`src/inc/hsc_regs.vh`:
```
/*
  Constants of the high-speed counter input allocation block: counter indices,
  counting kinds, terminal numbers and filter timing.
  Assumes a 100 MHz system clock and the macros being included by bare name.
*/
// Operation
// Claimed terminals 0-5 filter at 5 us, terminals 6-7 at 50 us.
// Unclaimed terminals stay ordinary general-purpose inputs.
// Six single-input hardware counters count terminals 0-5, no reset or start.
// Single-input software counters count 0/2/4, reset 1/3/5, start 6/7.
// Up/down counters use up 0/3, down 1/4, reset 2/5, start 6/7.
// Quadrature counters use A/B 0/1 or 3/4, reset 2/5, start 6/7.
// Reset clears on input on, or on input off when polarity inverted.
// Alternate selects turn reset/start counters into hardware counters on 6, 7, 3/4.
// Quadrature counters count 1 edge, or 4 edges when selected.
// Alternate select 2 makes the reset quadrature counter a software one without reset.
// Any comparison instruction in use makes hardware counters software counters.
// Inverted reset polarity makes the reset quadrature hardware counter software.
// Each counted pulse increments or decrements its counter by direction.
// Software values update per pulse; hardware values only on move strobe. The code also zeroes a hardware value at once on its clear input.
// Program must not assign one terminal to more than one function.
// Counters hold 32-bit two's-complement values and wrap at limits.
`ifndef HSC_REGS_VH
`define HSC_REGS_VH
`define HSC_NUM_CNT 21
`define HSC_NUM_TERM 8
`define HSC_CLK_PERIOD_NS 10
`define HSC_FAST_FILTER_NS 5000
`define HSC_SLOW_FILTER_NS 50000
`define HSC_GEN_FILTER_NS 10000
`define HSC_FAST_FILTER_CYC ((`HSC_FAST_FILTER_NS + `HSC_CLK_PERIOD_NS - 1) / `HSC_CLK_PERIOD_NS)
`define HSC_SLOW_FILTER_CYC ((`HSC_SLOW_FILTER_NS + `HSC_CLK_PERIOD_NS - 1) / `HSC_CLK_PERIOD_NS)
`define HSC_GEN_FILTER_CYC ((`HSC_GEN_FILTER_NS + `HSC_CLK_PERIOD_NS - 1) / `HSC_CLK_PERIOD_NS)
`define HSC_FAST_TERM_LAST 5
`define HSC_KIND_SINGLE 2'h0
`define HSC_KIND_TWO 2'h1
`define HSC_KIND_QUAD 2'h2
`define HSC_IDX_QUAD_RST_HW 18
`endif

```
`src/rtl/hsc_counter.v`:
```
/*
  One 32-bit bidirectional high-speed counter with edge decoding, external
  reset and start gating, and a visible value for hardware or software mode.
  Assumes filtered, synchronised terminal levels on the same clock.
*/
`timescale 1ns/1ns
`default_nettype none
`include "hsc_regs.vh"
module hsc_counter (
  input wire clk_i,
  input wire nrst_i,
  input wire a_i,
  input wire b_i,
  input wire r_i,
  input wire s_i,
  input wire [1:0] kind_i,
  input wire quad4_i,
  input wire dir_down_i,
  input wire has_rst_i,
  input wire has_start_i,
  input wire rst_on_fall_i,
  input wire enable_i,
  input wire clear_i,
  input wire hw_i,
  input wire move_i,
  output reg [31:0] value_o,
  output reg down_o
);
  reg a_d;
  reg b_d;
  reg r_d;
  reg [31:0] live;
  reg step;
  reg step_down;
  wire a_rise = a_i & ~a_d;
  wire b_rise = b_i & ~b_d;
  wire a_chg = a_i ^ a_d;
  wire b_chg = b_i ^ b_d;
  wire run = enable_i & (~has_start_i | s_i);
  wire rst_ev = has_rst_i & (rst_on_fall_i ? (~r_i & r_d) : (r_i & ~r_d));
  wire [31:0] next_live = step_down ? live - 32'h00000001 : live + 32'h00000001;

  // Decodes a count step from the terminal edges and its direction from dir_down_i or the terminals.
  always @* begin
    step = 1'h0;
    step_down = 1'h0;
    case (kind_i)
      `HSC_KIND_SINGLE: begin
        step = a_rise;
        step_down = dir_down_i;
      end
      `HSC_KIND_TWO: begin
        step = a_rise ^ b_rise;
        step_down = b_rise;
      end
      `HSC_KIND_QUAD: begin
        if (quad4_i) begin
          step = a_chg ^ b_chg;
          step_down = ~(a_i ^ b_d);
        end else begin
          step = a_rise;
          step_down = b_i;
        end
      end
      default: begin
        step = 1'h0;
        step_down = 1'h0;
      end
    endcase
  end

  always @(posedge clk_i) begin
    if (!nrst_i) begin
      a_d <= 1'h0;
      b_d <= 1'h0;
      r_d <= 1'h0;
      live <= 32'h00000000;
      value_o <= 32'h00000000;
      down_o <= 1'h0;
    end else begin
      a_d <= a_i;
      b_d <= b_i;
      r_d <= r_i;
      if (clear_i || rst_ev) begin
        live <= 32'h00000000;
      end else if (run && step) begin
        live <= next_live;
        down_o <= step_down;
      end
      if (clear_i) begin
        value_o <= 32'h00000000;
      end else if (!hw_i) begin
        value_o <= (rst_ev) ? 32'h00000000 : ((run && step) ? next_live : live);
      end else if (move_i) begin
        value_o <= live;
      end
    end
  end
endmodule // hsc_counter
`default_nettype wire

```
`src/rtl/hsc_input_alloc.v`:
```
/*
  High-speed counter block: terminal synchronisers and input filters,
  allocation of the eight terminals to twenty-one counters, alternate and
  mode switching, and the visible counter values.
  Assumes control bits come from program logic on the same clock and the
  terminals come asynchronously from outside.
*/
`timescale 1ns/1ns
`default_nettype none
`include "hsc_regs.vh"
module hsc_input_alloc #(
  parameter integer SLOW_FILTER_CYCLES = `HSC_SLOW_FILTER_CYC
) (
  input wire CLK_I,
  input wire NRST_I,
  input wire [7:0] INPUT_TERMINAL_I,
  input wire [20:0] CNT_ENABLE_I,
  input wire [20:0] CNT_CLEAR_I,
  input wire [20:0] CNT_MOVE_I,
  input wire [10:0] CNT_DIR_DOWN_I,
  input wire FUNCTION_CHANGE_CONTACT_I,
  input wire RESET_LOGIC_SELECT_I,
  input wire ALT_SELECT_0_I,
  input wire ALT_SELECT_1_I,
  input wire ALT_SELECT_2_I,
  input wire QUAD_EDGE_SELECT_0_I,
  input wire QUAD_EDGE_SELECT_1_I,
  input wire COMPARE_SET_INSTR_I,
  input wire COMPARE_RESET_INSTR_I,
  input wire ZONE_COMPARE_INSTR_I,
  input wire TABLE_COMPARE_INSTR_I,
  input wire [4:0] CNT_SEL_I,
  output reg [31:0] VALUE_O,
  output reg [20:0] SW_MODE_O,
  output wire [20:0] DIR_DOWN_O,
  output reg [7:0] GENERAL_INPUT_O,
  output reg [7:0] TERMINAL_CLAIMED_O
);
  // Filter lengths in clock cycles.
  localparam integer FAST_CYC = `HSC_FAST_FILTER_CYC;
  localparam integer GEN_CYC = `HSC_GEN_FILTER_CYC;

  // Each switch acts only while the function change contact is driven.
  wire alt0 = FUNCTION_CHANGE_CONTACT_I & ALT_SELECT_0_I;
  wire alt1 = FUNCTION_CHANGE_CONTACT_I & ALT_SELECT_1_I;
  wire alt2 = FUNCTION_CHANGE_CONTACT_I & ALT_SELECT_2_I;
  wire rst_inv = FUNCTION_CHANGE_CONTACT_I & RESET_LOGIC_SELECT_I;
  wire quad4_0 = FUNCTION_CHANGE_CONTACT_I & QUAD_EDGE_SELECT_0_I;
  wire quad4_1 = FUNCTION_CHANGE_CONTACT_I & QUAD_EDGE_SELECT_1_I;
  wire cmp_used = COMPARE_SET_INSTR_I | COMPARE_RESET_INSTR_I | ZONE_COMPARE_INSTR_I | TABLE_COMPARE_INSTR_I;

  reg [62:0] a_idx;
  reg [62:0] b_idx;
  reg [62:0] r_idx;
  reg [62:0] s_idx;
  reg [41:0] kind;
  reg [20:0] has_rst;
  reg [20:0] has_start;
  reg [20:0] quad4;
  reg [20:0] hw;
  reg [7:0] claim;
  reg [2:0] ka;
  reg [2:0] kb;
  reg [2:0] kr;
  reg [2:0] ks;
  reg [1:0] kk;
  reg hr;
  reg hs;
  reg hc;
  reg q4;
  integer k;

  // Filtered terminal levels and the visible values of all counters side by side.
  wire [7:0] term_f;
  wire [671:0] val_v;

  // Works out each counter's terminals, kind and handling from the switches.
  always @* begin
    a_idx = 63'h0;
    b_idx = 63'h0;
    r_idx = 63'h0;
    s_idx = 63'h0;
    kind = 42'h0;
    has_rst = 21'h0;
    has_start = 21'h0;
    quad4 = 21'h0;
    hw = 21'h0;
    claim = 8'h00;
    ka = 3'h0;
    kb = 3'h0;
    kr = 3'h0;
    ks = 3'h0;
    kk = `HSC_KIND_SINGLE;
    hr = 1'h0;
    hs = 1'h0;
    hc = 1'h0;
    q4 = 1'h0;
    for (k = 0; k < `HSC_NUM_CNT; k = k + 1) begin
      ka = 3'h0;
      kb = 3'h0;
      kr = 3'h0;
      ks = 3'h0;
      kk = `HSC_KIND_SINGLE;
      hr = 1'h0;
      hs = 1'h0;
      hc = 1'h0;
      q4 = 1'h0;
      case (k)
        // Single-input hardware counters, one terminal each.
        0, 1, 2, 3, 4, 5: begin
          ka = k[2:0];
          hc = 1'h1;
        end
        // Single-input software counters with a reset terminal.
        6, 7, 8: begin
          ka = {k[1:0] + 2'h2, 1'h0};
          kr = {k[1:0] + 2'h2, 1'h1};
          hr = 1'h1;
        end
        // Reset and start counter on 0/1/6, or a hardware counter on 6 when switched.
        9: begin
          if (alt0) begin
            ka = 3'h6;
            hc = 1'h1;
          end else begin
            ka = 3'h0;
            kr = 3'h1;
            ks = 3'h6;
            hr = 1'h1;
            hs = 1'h1;
          end
        end
        // Reset and start counter on 2/3/7, or a hardware counter on 7 when switched.
        10: begin
          if (alt1) begin
            ka = 3'h7;
            hc = 1'h1;
          end else begin
            ka = 3'h2;
            kr = 3'h3;
            ks = 3'h7;
            hr = 1'h1;
            hs = 1'h1;
          end
        end
        // Up/down counters on terminals 0 and 1.
        11, 12, 14: begin
          kk = `HSC_KIND_TWO;
          ka = 3'h0;
          kb = 3'h1;
          kr = 3'h2;
          hc = (k == 11);
          hr = (k != 11);
          ks = 3'h6;
          hs = (k == 14);
        end
        // Up/down counters on terminals 3 and 4.
        13, 15: begin
          kk = `HSC_KIND_TWO;
          ka = 3'h3;
          kb = 3'h4;
          kr = 3'h5;
          ks = 3'h7;
          hs = (k == 15);
          hc = (k == 13) & alt2;
          hr = ~hc;
        end
        // Quadrature counters on terminals 0 and 1.
        16, 17, 19: begin
          kk = `HSC_KIND_QUAD;
          ka = 3'h0;
          kb = 3'h1;
          kr = 3'h2;
          ks = 3'h6;
          hc = (k == 16);
          hr = (k != 16);
          hs = (k == 19);
          q4 = quad4_0;
        end
        // Quadrature counters on terminals 3 and 4.
        18, 20: begin
          kk = `HSC_KIND_QUAD;
          ka = 3'h3;
          kb = 3'h4;
          kr = 3'h5;
          ks = 3'h7;
          hs = (k == 20);
          hr = (k == 20) | ~alt2;
          hc = (k == 18) & ~alt2 & ~rst_inv;
          q4 = quad4_1;
        end
        default: begin
          ka = 3'h0;
        end
      endcase
      a_idx[k*3 +: 3] = ka;
      b_idx[k*3 +: 3] = kb;
      r_idx[k*3 +: 3] = kr;
      s_idx[k*3 +: 3] = ks;
      kind[k*2 +: 2] = kk;
      has_rst[k] = hr;
      has_start[k] = hs;
      quad4[k] = q4;
      // Any comparison instruction in use moves every hardware counter to software.
      hw[k] = hc & ~cmp_used;
      // Marks every terminal that an enabled counter reads.
      if (CNT_ENABLE_I[k]) begin
        claim[ka] = 1'h1;
        if (kk != `HSC_KIND_SINGLE) begin
          claim[kb] = 1'h1;
        end
        if (hr) begin
          claim[kr] = 1'h1;
        end
        if (hs) begin
          claim[ks] = 1'h1;
        end
      end
    end
  end

  genvar t;
  generate
    for (t = 0; t < `HSC_NUM_TERM; t = t + 1) begin : g_term
      localparam integer CLAIM_CYC = (t <= `HSC_FAST_TERM_LAST) ? FAST_CYC : SLOW_FILTER_CYCLES;
      // Two flip-flops bring the terminal into the clock domain.
      reg sync1;
      reg sync2;
      reg filt;
      reg [12:0] cnt;
      // Claimed terminals take the fast or slow constant, others the general one.
      wire [31:0] lim = claim[t] ? CLAIM_CYC : GEN_CYC;
      assign term_f[t] = filt;
      // Passes a level change only after it has stood for the filter time.
      always @(posedge CLK_I) begin
        if (!NRST_I) begin
          sync1 <= 1'h0;
          sync2 <= 1'h0;
          filt <= 1'h0;
          cnt <= 13'h0000;
        end else begin
          sync1 <= INPUT_TERMINAL_I[t];
          sync2 <= sync1;
          if (sync2 == filt) begin
            cnt <= 13'h0000;
          end else if ({19'h00000, cnt} + 32'h00000001 >= lim) begin
            filt <= sync2;
            cnt <= 13'h0000;
          end else begin
            cnt <= cnt + 13'h0001;
          end
        end
      end
    end
  endgenerate

  // One counter per index; an unused terminal select reads terminal 0 harmlessly.
  genvar c;
  generate
    for (c = 0; c < `HSC_NUM_CNT; c = c + 1) begin : g_cnt
      hsc_counter u_cnt (
        .clk_i(CLK_I),
        .nrst_i(NRST_I),
        .a_i(term_f[a_idx[c*3 +: 3]]),
        .b_i(term_f[b_idx[c*3 +: 3]]),
        .r_i(term_f[r_idx[c*3 +: 3]]),
        .s_i(term_f[s_idx[c*3 +: 3]]),
        .kind_i(kind[c*2 +: 2]),
        .quad4_i(quad4[c]),
        .dir_down_i((c < 11) ? CNT_DIR_DOWN_I[(c < 11) ? c : 0] : 1'h0),
        .has_rst_i(has_rst[c]),
        .has_start_i(has_start[c]),
        .rst_on_fall_i(rst_inv),
        .enable_i(CNT_ENABLE_I[c]),
        .clear_i(CNT_CLEAR_I[c]),
        .hw_i(hw[c]),
        .move_i(CNT_MOVE_I[c]),
        .value_o(val_v[c*32 +: 32]),
        .down_o(DIR_DOWN_O[c])
      );
    end
  endgenerate

  // Registers the selected visible value and the mode and claim status.
  always @(posedge CLK_I) begin
    if (!NRST_I) begin
      VALUE_O <= 32'h00000000;
      SW_MODE_O <= 21'h00000;
      GENERAL_INPUT_O <= 8'h00;
      TERMINAL_CLAIMED_O <= 8'h00;
    end else begin
      if (CNT_SEL_I < 5'h15) begin
        VALUE_O <= val_v[CNT_SEL_I*32 +: 32];
      end else begin
        VALUE_O <= 32'h00000000;
      end
      SW_MODE_O <= ~hw;
      // Claimed terminals read as 0 on the general inputs.
      GENERAL_INPUT_O <= term_f & ~claim;
      TERMINAL_CLAIMED_O <= claim;
    end
  end
endmodule // hsc_input_alloc
`default_nettype wire

```
`config.mk`:
```
export PLATFORM = sky130hd
export DESIGN_NAME = hsc_input_alloc
export DESIGN_NICKNAME = d
export VERILOG_FILES = /design/src/rtl/hsc_counter.v /design/src/rtl/hsc_input_alloc.v
export VERILOG_INCLUDE_DIRS = /design/src /design/src/inc
export SDC_FILE = /design/constraint.sdc
export NUM_CORES = 2
export LEC_CHECK = 0
export BUFFER_PORTS_ARGS = -buffer_cell sky130_fd_sc_hd__buf_2
export CORE_MARGIN = 1.5
export CORE_UTILIZATION = 50
export CTS_CLUSTER_SIZE = 12
export DETAILED_ROUTE_END_ITERATION = 10
export PLACE_DENSITY = 0.73
export RECOVER_POWER = 100
export SLEW_MARGIN = 15
export SYNTH_ARGS = -nofsm -noshare
export SYNTH_HDL_FRONTEND = slang
export SYNTH_SLANG_ARGS = --single-unit
```
`constraint.sdc`:
```
create_clock -name CLK_I -period 10 [get_ports CLK_I]
set_clock_uncertainty 0.1 [all_clocks]
set_input_delay 0.5 -clock CLK_I [delete_from_list [all_inputs] [get_ports CLK_I]]
set_output_delay 0.5 -clock CLK_I [all_outputs]
set_load 0.005 [all_outputs]
```
==> out/results.ini <==
[synthesis]
synth-seq-cells=1557
yosysTopAreaCellShare_pct=33.8
synthAdderAreaFrac_pct=9.67
synth_warnings=0
ys.flop_type=dfxtp_1
synth-xor-area-share_pct=5.73
synthMuxAreaShare_pct=6.11
syn_area_per_cell_sq_um=8.27
synth-compound-area-share_pct=23.7
synth_edf_count=0
synth_area_leader_cell=dfxtp_1
synthSimpleGateAreaFrac_pct=17.4
netlist_instances=11160
syn_area_sq_um=92300
synth_top_family_by_area=compound AO/OA/AOI/OAI gates
yosys.cell_types.count=94
async_reset_ff_share_pct=0
ys_seq_area_share_pct=33.8
synthTopCellsByArea=dfxtp_1, ha_1, a21oi_1

[pwr]
switching_share_pct=25.0
pwr-share-clk_pct=47.9
p_sw_mw=3.57
power.internal_mw=10.7
powerDensity_nw_per_um2=141
combPwrFrac_pct=8.0
seqPwrFrac_pct=44.1
p_leak_nw=41.3
ir_worst_vdd_mv=0.156

[grt]
grt_overflow=0
antenna_found_initial=30
grt_pass1_wl_um=442000
grt.total_usage_pct=29.7
grt_pass1_vias=78274
grt_start_max_net_pins=142

[cells_and_area]
layout-drive-gt1-share_pct=6.72
layout_commonest_cell=dfxtp_1
fillers=16497
fin_nets=11911
fin_cells=13711
postLayoutCoreUtil_pct=55.3
mostFrequentLayoutCells=dfxtp_1, a21oi_1, nor2_1
syn2layout_area_growth_pct=9.73

[worst_setup_path]
r2r-end=g_cnt[16].u_cnt.live[31]$_SDFF_PP0_
path_buf_inv=5
crit_family=buffers and inverters
ff2ff_setup_slack_ns=2.40
slowest_delay_ns=1.72
critPathMaxFanout=64
start_kind=primary input
cp_common_cell=clkbuf_1
cpMaxStageDelayCell=clkinvlp_2
crit_chain=dlygate4sd3_1, clkbuf_1, clkinvlp_2, clkbuf_1, or3_2, clkbuf_1, nor4_1, or3_1
path_class=primary input to register
ff2ff_path_depth=17
r2r-start=g_term[0].filt$_SDFFE_PN0P_
crit_required_ns=10.68
endpoint_kind=register
cp.arrival_ns=8.61

[die]
core_area_sq_um=183000
num_rows=157
num_io_pins=190
initial_utilization_pct=50.4
dieArea_sq_um=187000
die_w_um=433
die_h_um=433

[min_path]
min-delay-start=FUNCTION_CHANGE_CONTACT_I
hold_end=g_cnt[10].u_cnt.r_d$_SDFF_PN0_
min_path_cells=3
hp-class=primary input to register

[placement]
dp.cells=13365
pre_cts_ws_ns=4.08
io_buffers=180
gp_routability_congestion=1.01
dp_hpwl_um=207000

[cts]
htree_levels=4
cts_tree=built
cts_resized=0
cts_sinks=1557
cts-hold-fix-buffers=33
postCtsSetupRepairBufs=0
clock-root-buffer=clkbuf_16
path_clk_slew_ns=0.06
clkLatencyLatePin_ns=0.86
clockBufferDepth=3
cts_buffers=174

[route]
route.detailed.drc=0
wl_um=288000
post_drt_via_cell_ratio=6.09
dr.pass1.iters=9
ant_nets=0
drt-initial-drc-count=8162
wl_per_cell_um=21.0
via_count=83482

[run_status]
status=finished with violations
violations=max-capacitance violations, max-slew violations

[sta]
setup_viol=0
fin_crit_ns=7.93
relSlewSlack_pct=-93.4
hold_viol=0
fin_crit_sh_pct=79.3
worst_slack_ns=2.07
max_freq_mhz=126
drv_slew=1140
tightestPinTransition_ns=2.90
fin_tns_setup_ns=0
rsz0062_at_grt=false

[flow_run]
maxCapViolCount=26

==> worst reg2reg max path: cells and delay by family, from the launching register on <==
family                   cells  cell delay [ns]
buffers and inverters        3             3.04
XOR/XNOR                     2             0.34
AO/OA/AOI/OAI                9             2.37
flip-flops                   1             0.60
AND/OR/NAND/NOR              2             0.50
adder cells (fa/ha/maj)      1             0.59
==> layer usage <==
metal	global-route usage, %	wire length [um]
met5	0	23
met4	18.1	18300
met3	4.46	20000
met2	46.6	127000
met1	38.6	122000
==> power by group through the flow <==
| stage | combinational [mW] | sequential (mW) | clock (mW) |
|---|---|---|---|
| 2_1_floorplan | 0.775 | 6.40 | 0 |
| 3_3_place_gp | 1.09 | 6.41 | 0 |
| 3_5_place_dp | 1.11 | 6.41 | 0 |
| 4_1_cts | 1.13 | 6.28 | 6.88 |
| 5_1_grt | 1.23 | 6.28 | 7.14 |
| 6_report | 1.14 | 6.28 | 6.82 |
==> area by class of cell <==
| type | count | area (sq um) | area share, % |
|---|---|---|---|
| timing repair buffer | 324 | 1920 | 1.90 |
| tap | 2464 | 3080 | 3.04 |
| clock inverter | 58 | 925 | 0.913 |
| clock buffer | 243 | 5110 | 5.04 |
| inverter | 279 | 1050 | 1.04 |
| antenna | 12 | 30.0 | 0.0296 |
| multi-input combinational | 8774 | 58000 | 57.3 |
| sequential | 1557 | 31200 | 30.8 |
==> per-stage QoR <==
| step | cell area [sq um] | hold WS [ns] | power, mW |
|---|---|---|---|
| after global routing | 101000 | 0.0496 | 14.6 |
| after CTS | 101000 | 0.00418 | 14.3 |
| after floorplan | 92400 | 0.312 | 7.17 |
| after detailed placement | 95100 | 0.321 | 7.52 |
| final | 101000 | 0.0537 | 14.2 |
| after global placement | 95100 | 0.320 | 7.50 |
==> sequential cells by signal, indices dropped and copies added, names as in the netlist <==
register and cells:
g_cnt.u_cnt.r_d 4, g_term.cnt 104, SW_MODE_O 6, GENERAL_INPUT_O 8, g_cnt.u_cnt.live 672, g_term.filt 8
VALUE_O 32, g_cnt.u_cnt.a_d 6, g_term.sync1 8, g_cnt.u_cnt.value_o 672, g_cnt.u_cnt.down_o 21, TERMINAL_CLAIMED_O 8
g_term.sync2 8
==> synthesized netlist by cell type, types with 209 or more instances <==
library cell and number:
a211oi_1 262, a21o_1 366, a21oi_1 1376, clkbuf_1 459
dfxtp_1 1557, ha_1 680, inv_1 277, mux2i_1 227
nand2_1 1110, nand3_1 254, nor2_1 1154, nor2b_1 215
o21ai_0 453, xnor2_1 395, xor2_1 209
==> cell families (layout without fill, tap and decap cells) <==
family          Yosys count  count (layout)
xor+xnor                604             604
other cells               1              30
simple gates           3533            3533
mux                     430             430
compound gates         3488            3488
buf+inv                 846             904
flops                  1557            1557
fa+ha+maj               701             701
==> worst max path at each step <==
stage | start | endpoint | slack [ns] | cells after the start
final | NRST_I | g_cnt[14].u_cnt.live[27]$_SDFF_PP0_ | 2.07 | 8
after global routing | NRST_I | g_cnt[14].u_cnt.live[27]$_SDFF_PP0_ | 1.99 | 8
after CTS | g_term[1].filt$_SDFFE_PN0P_ | g_cnt[11].u_cnt.value_o[28]$_SDFFE_PP0P_ | 4.37 | 14
after detailed placement | FUNCTION_CHANGE_CONTACT_I | g_cnt[16].u_cnt.live[31]$_SDFF_PP0_ | 4.08 | 18
after global placement | FUNCTION_CHANGE_CONTACT_I | g_cnt[16].u_cnt.live[31]$_SDFF_PP0_ | 4.15 | 18
after floorplan | g_term[3].filt$_SDFFE_PN0P_ | g_cnt[18].u_cnt.value_o[30]$_SDFFE_PP0P_ | 1.88 | 16
(Power assumes the default switching activity.)
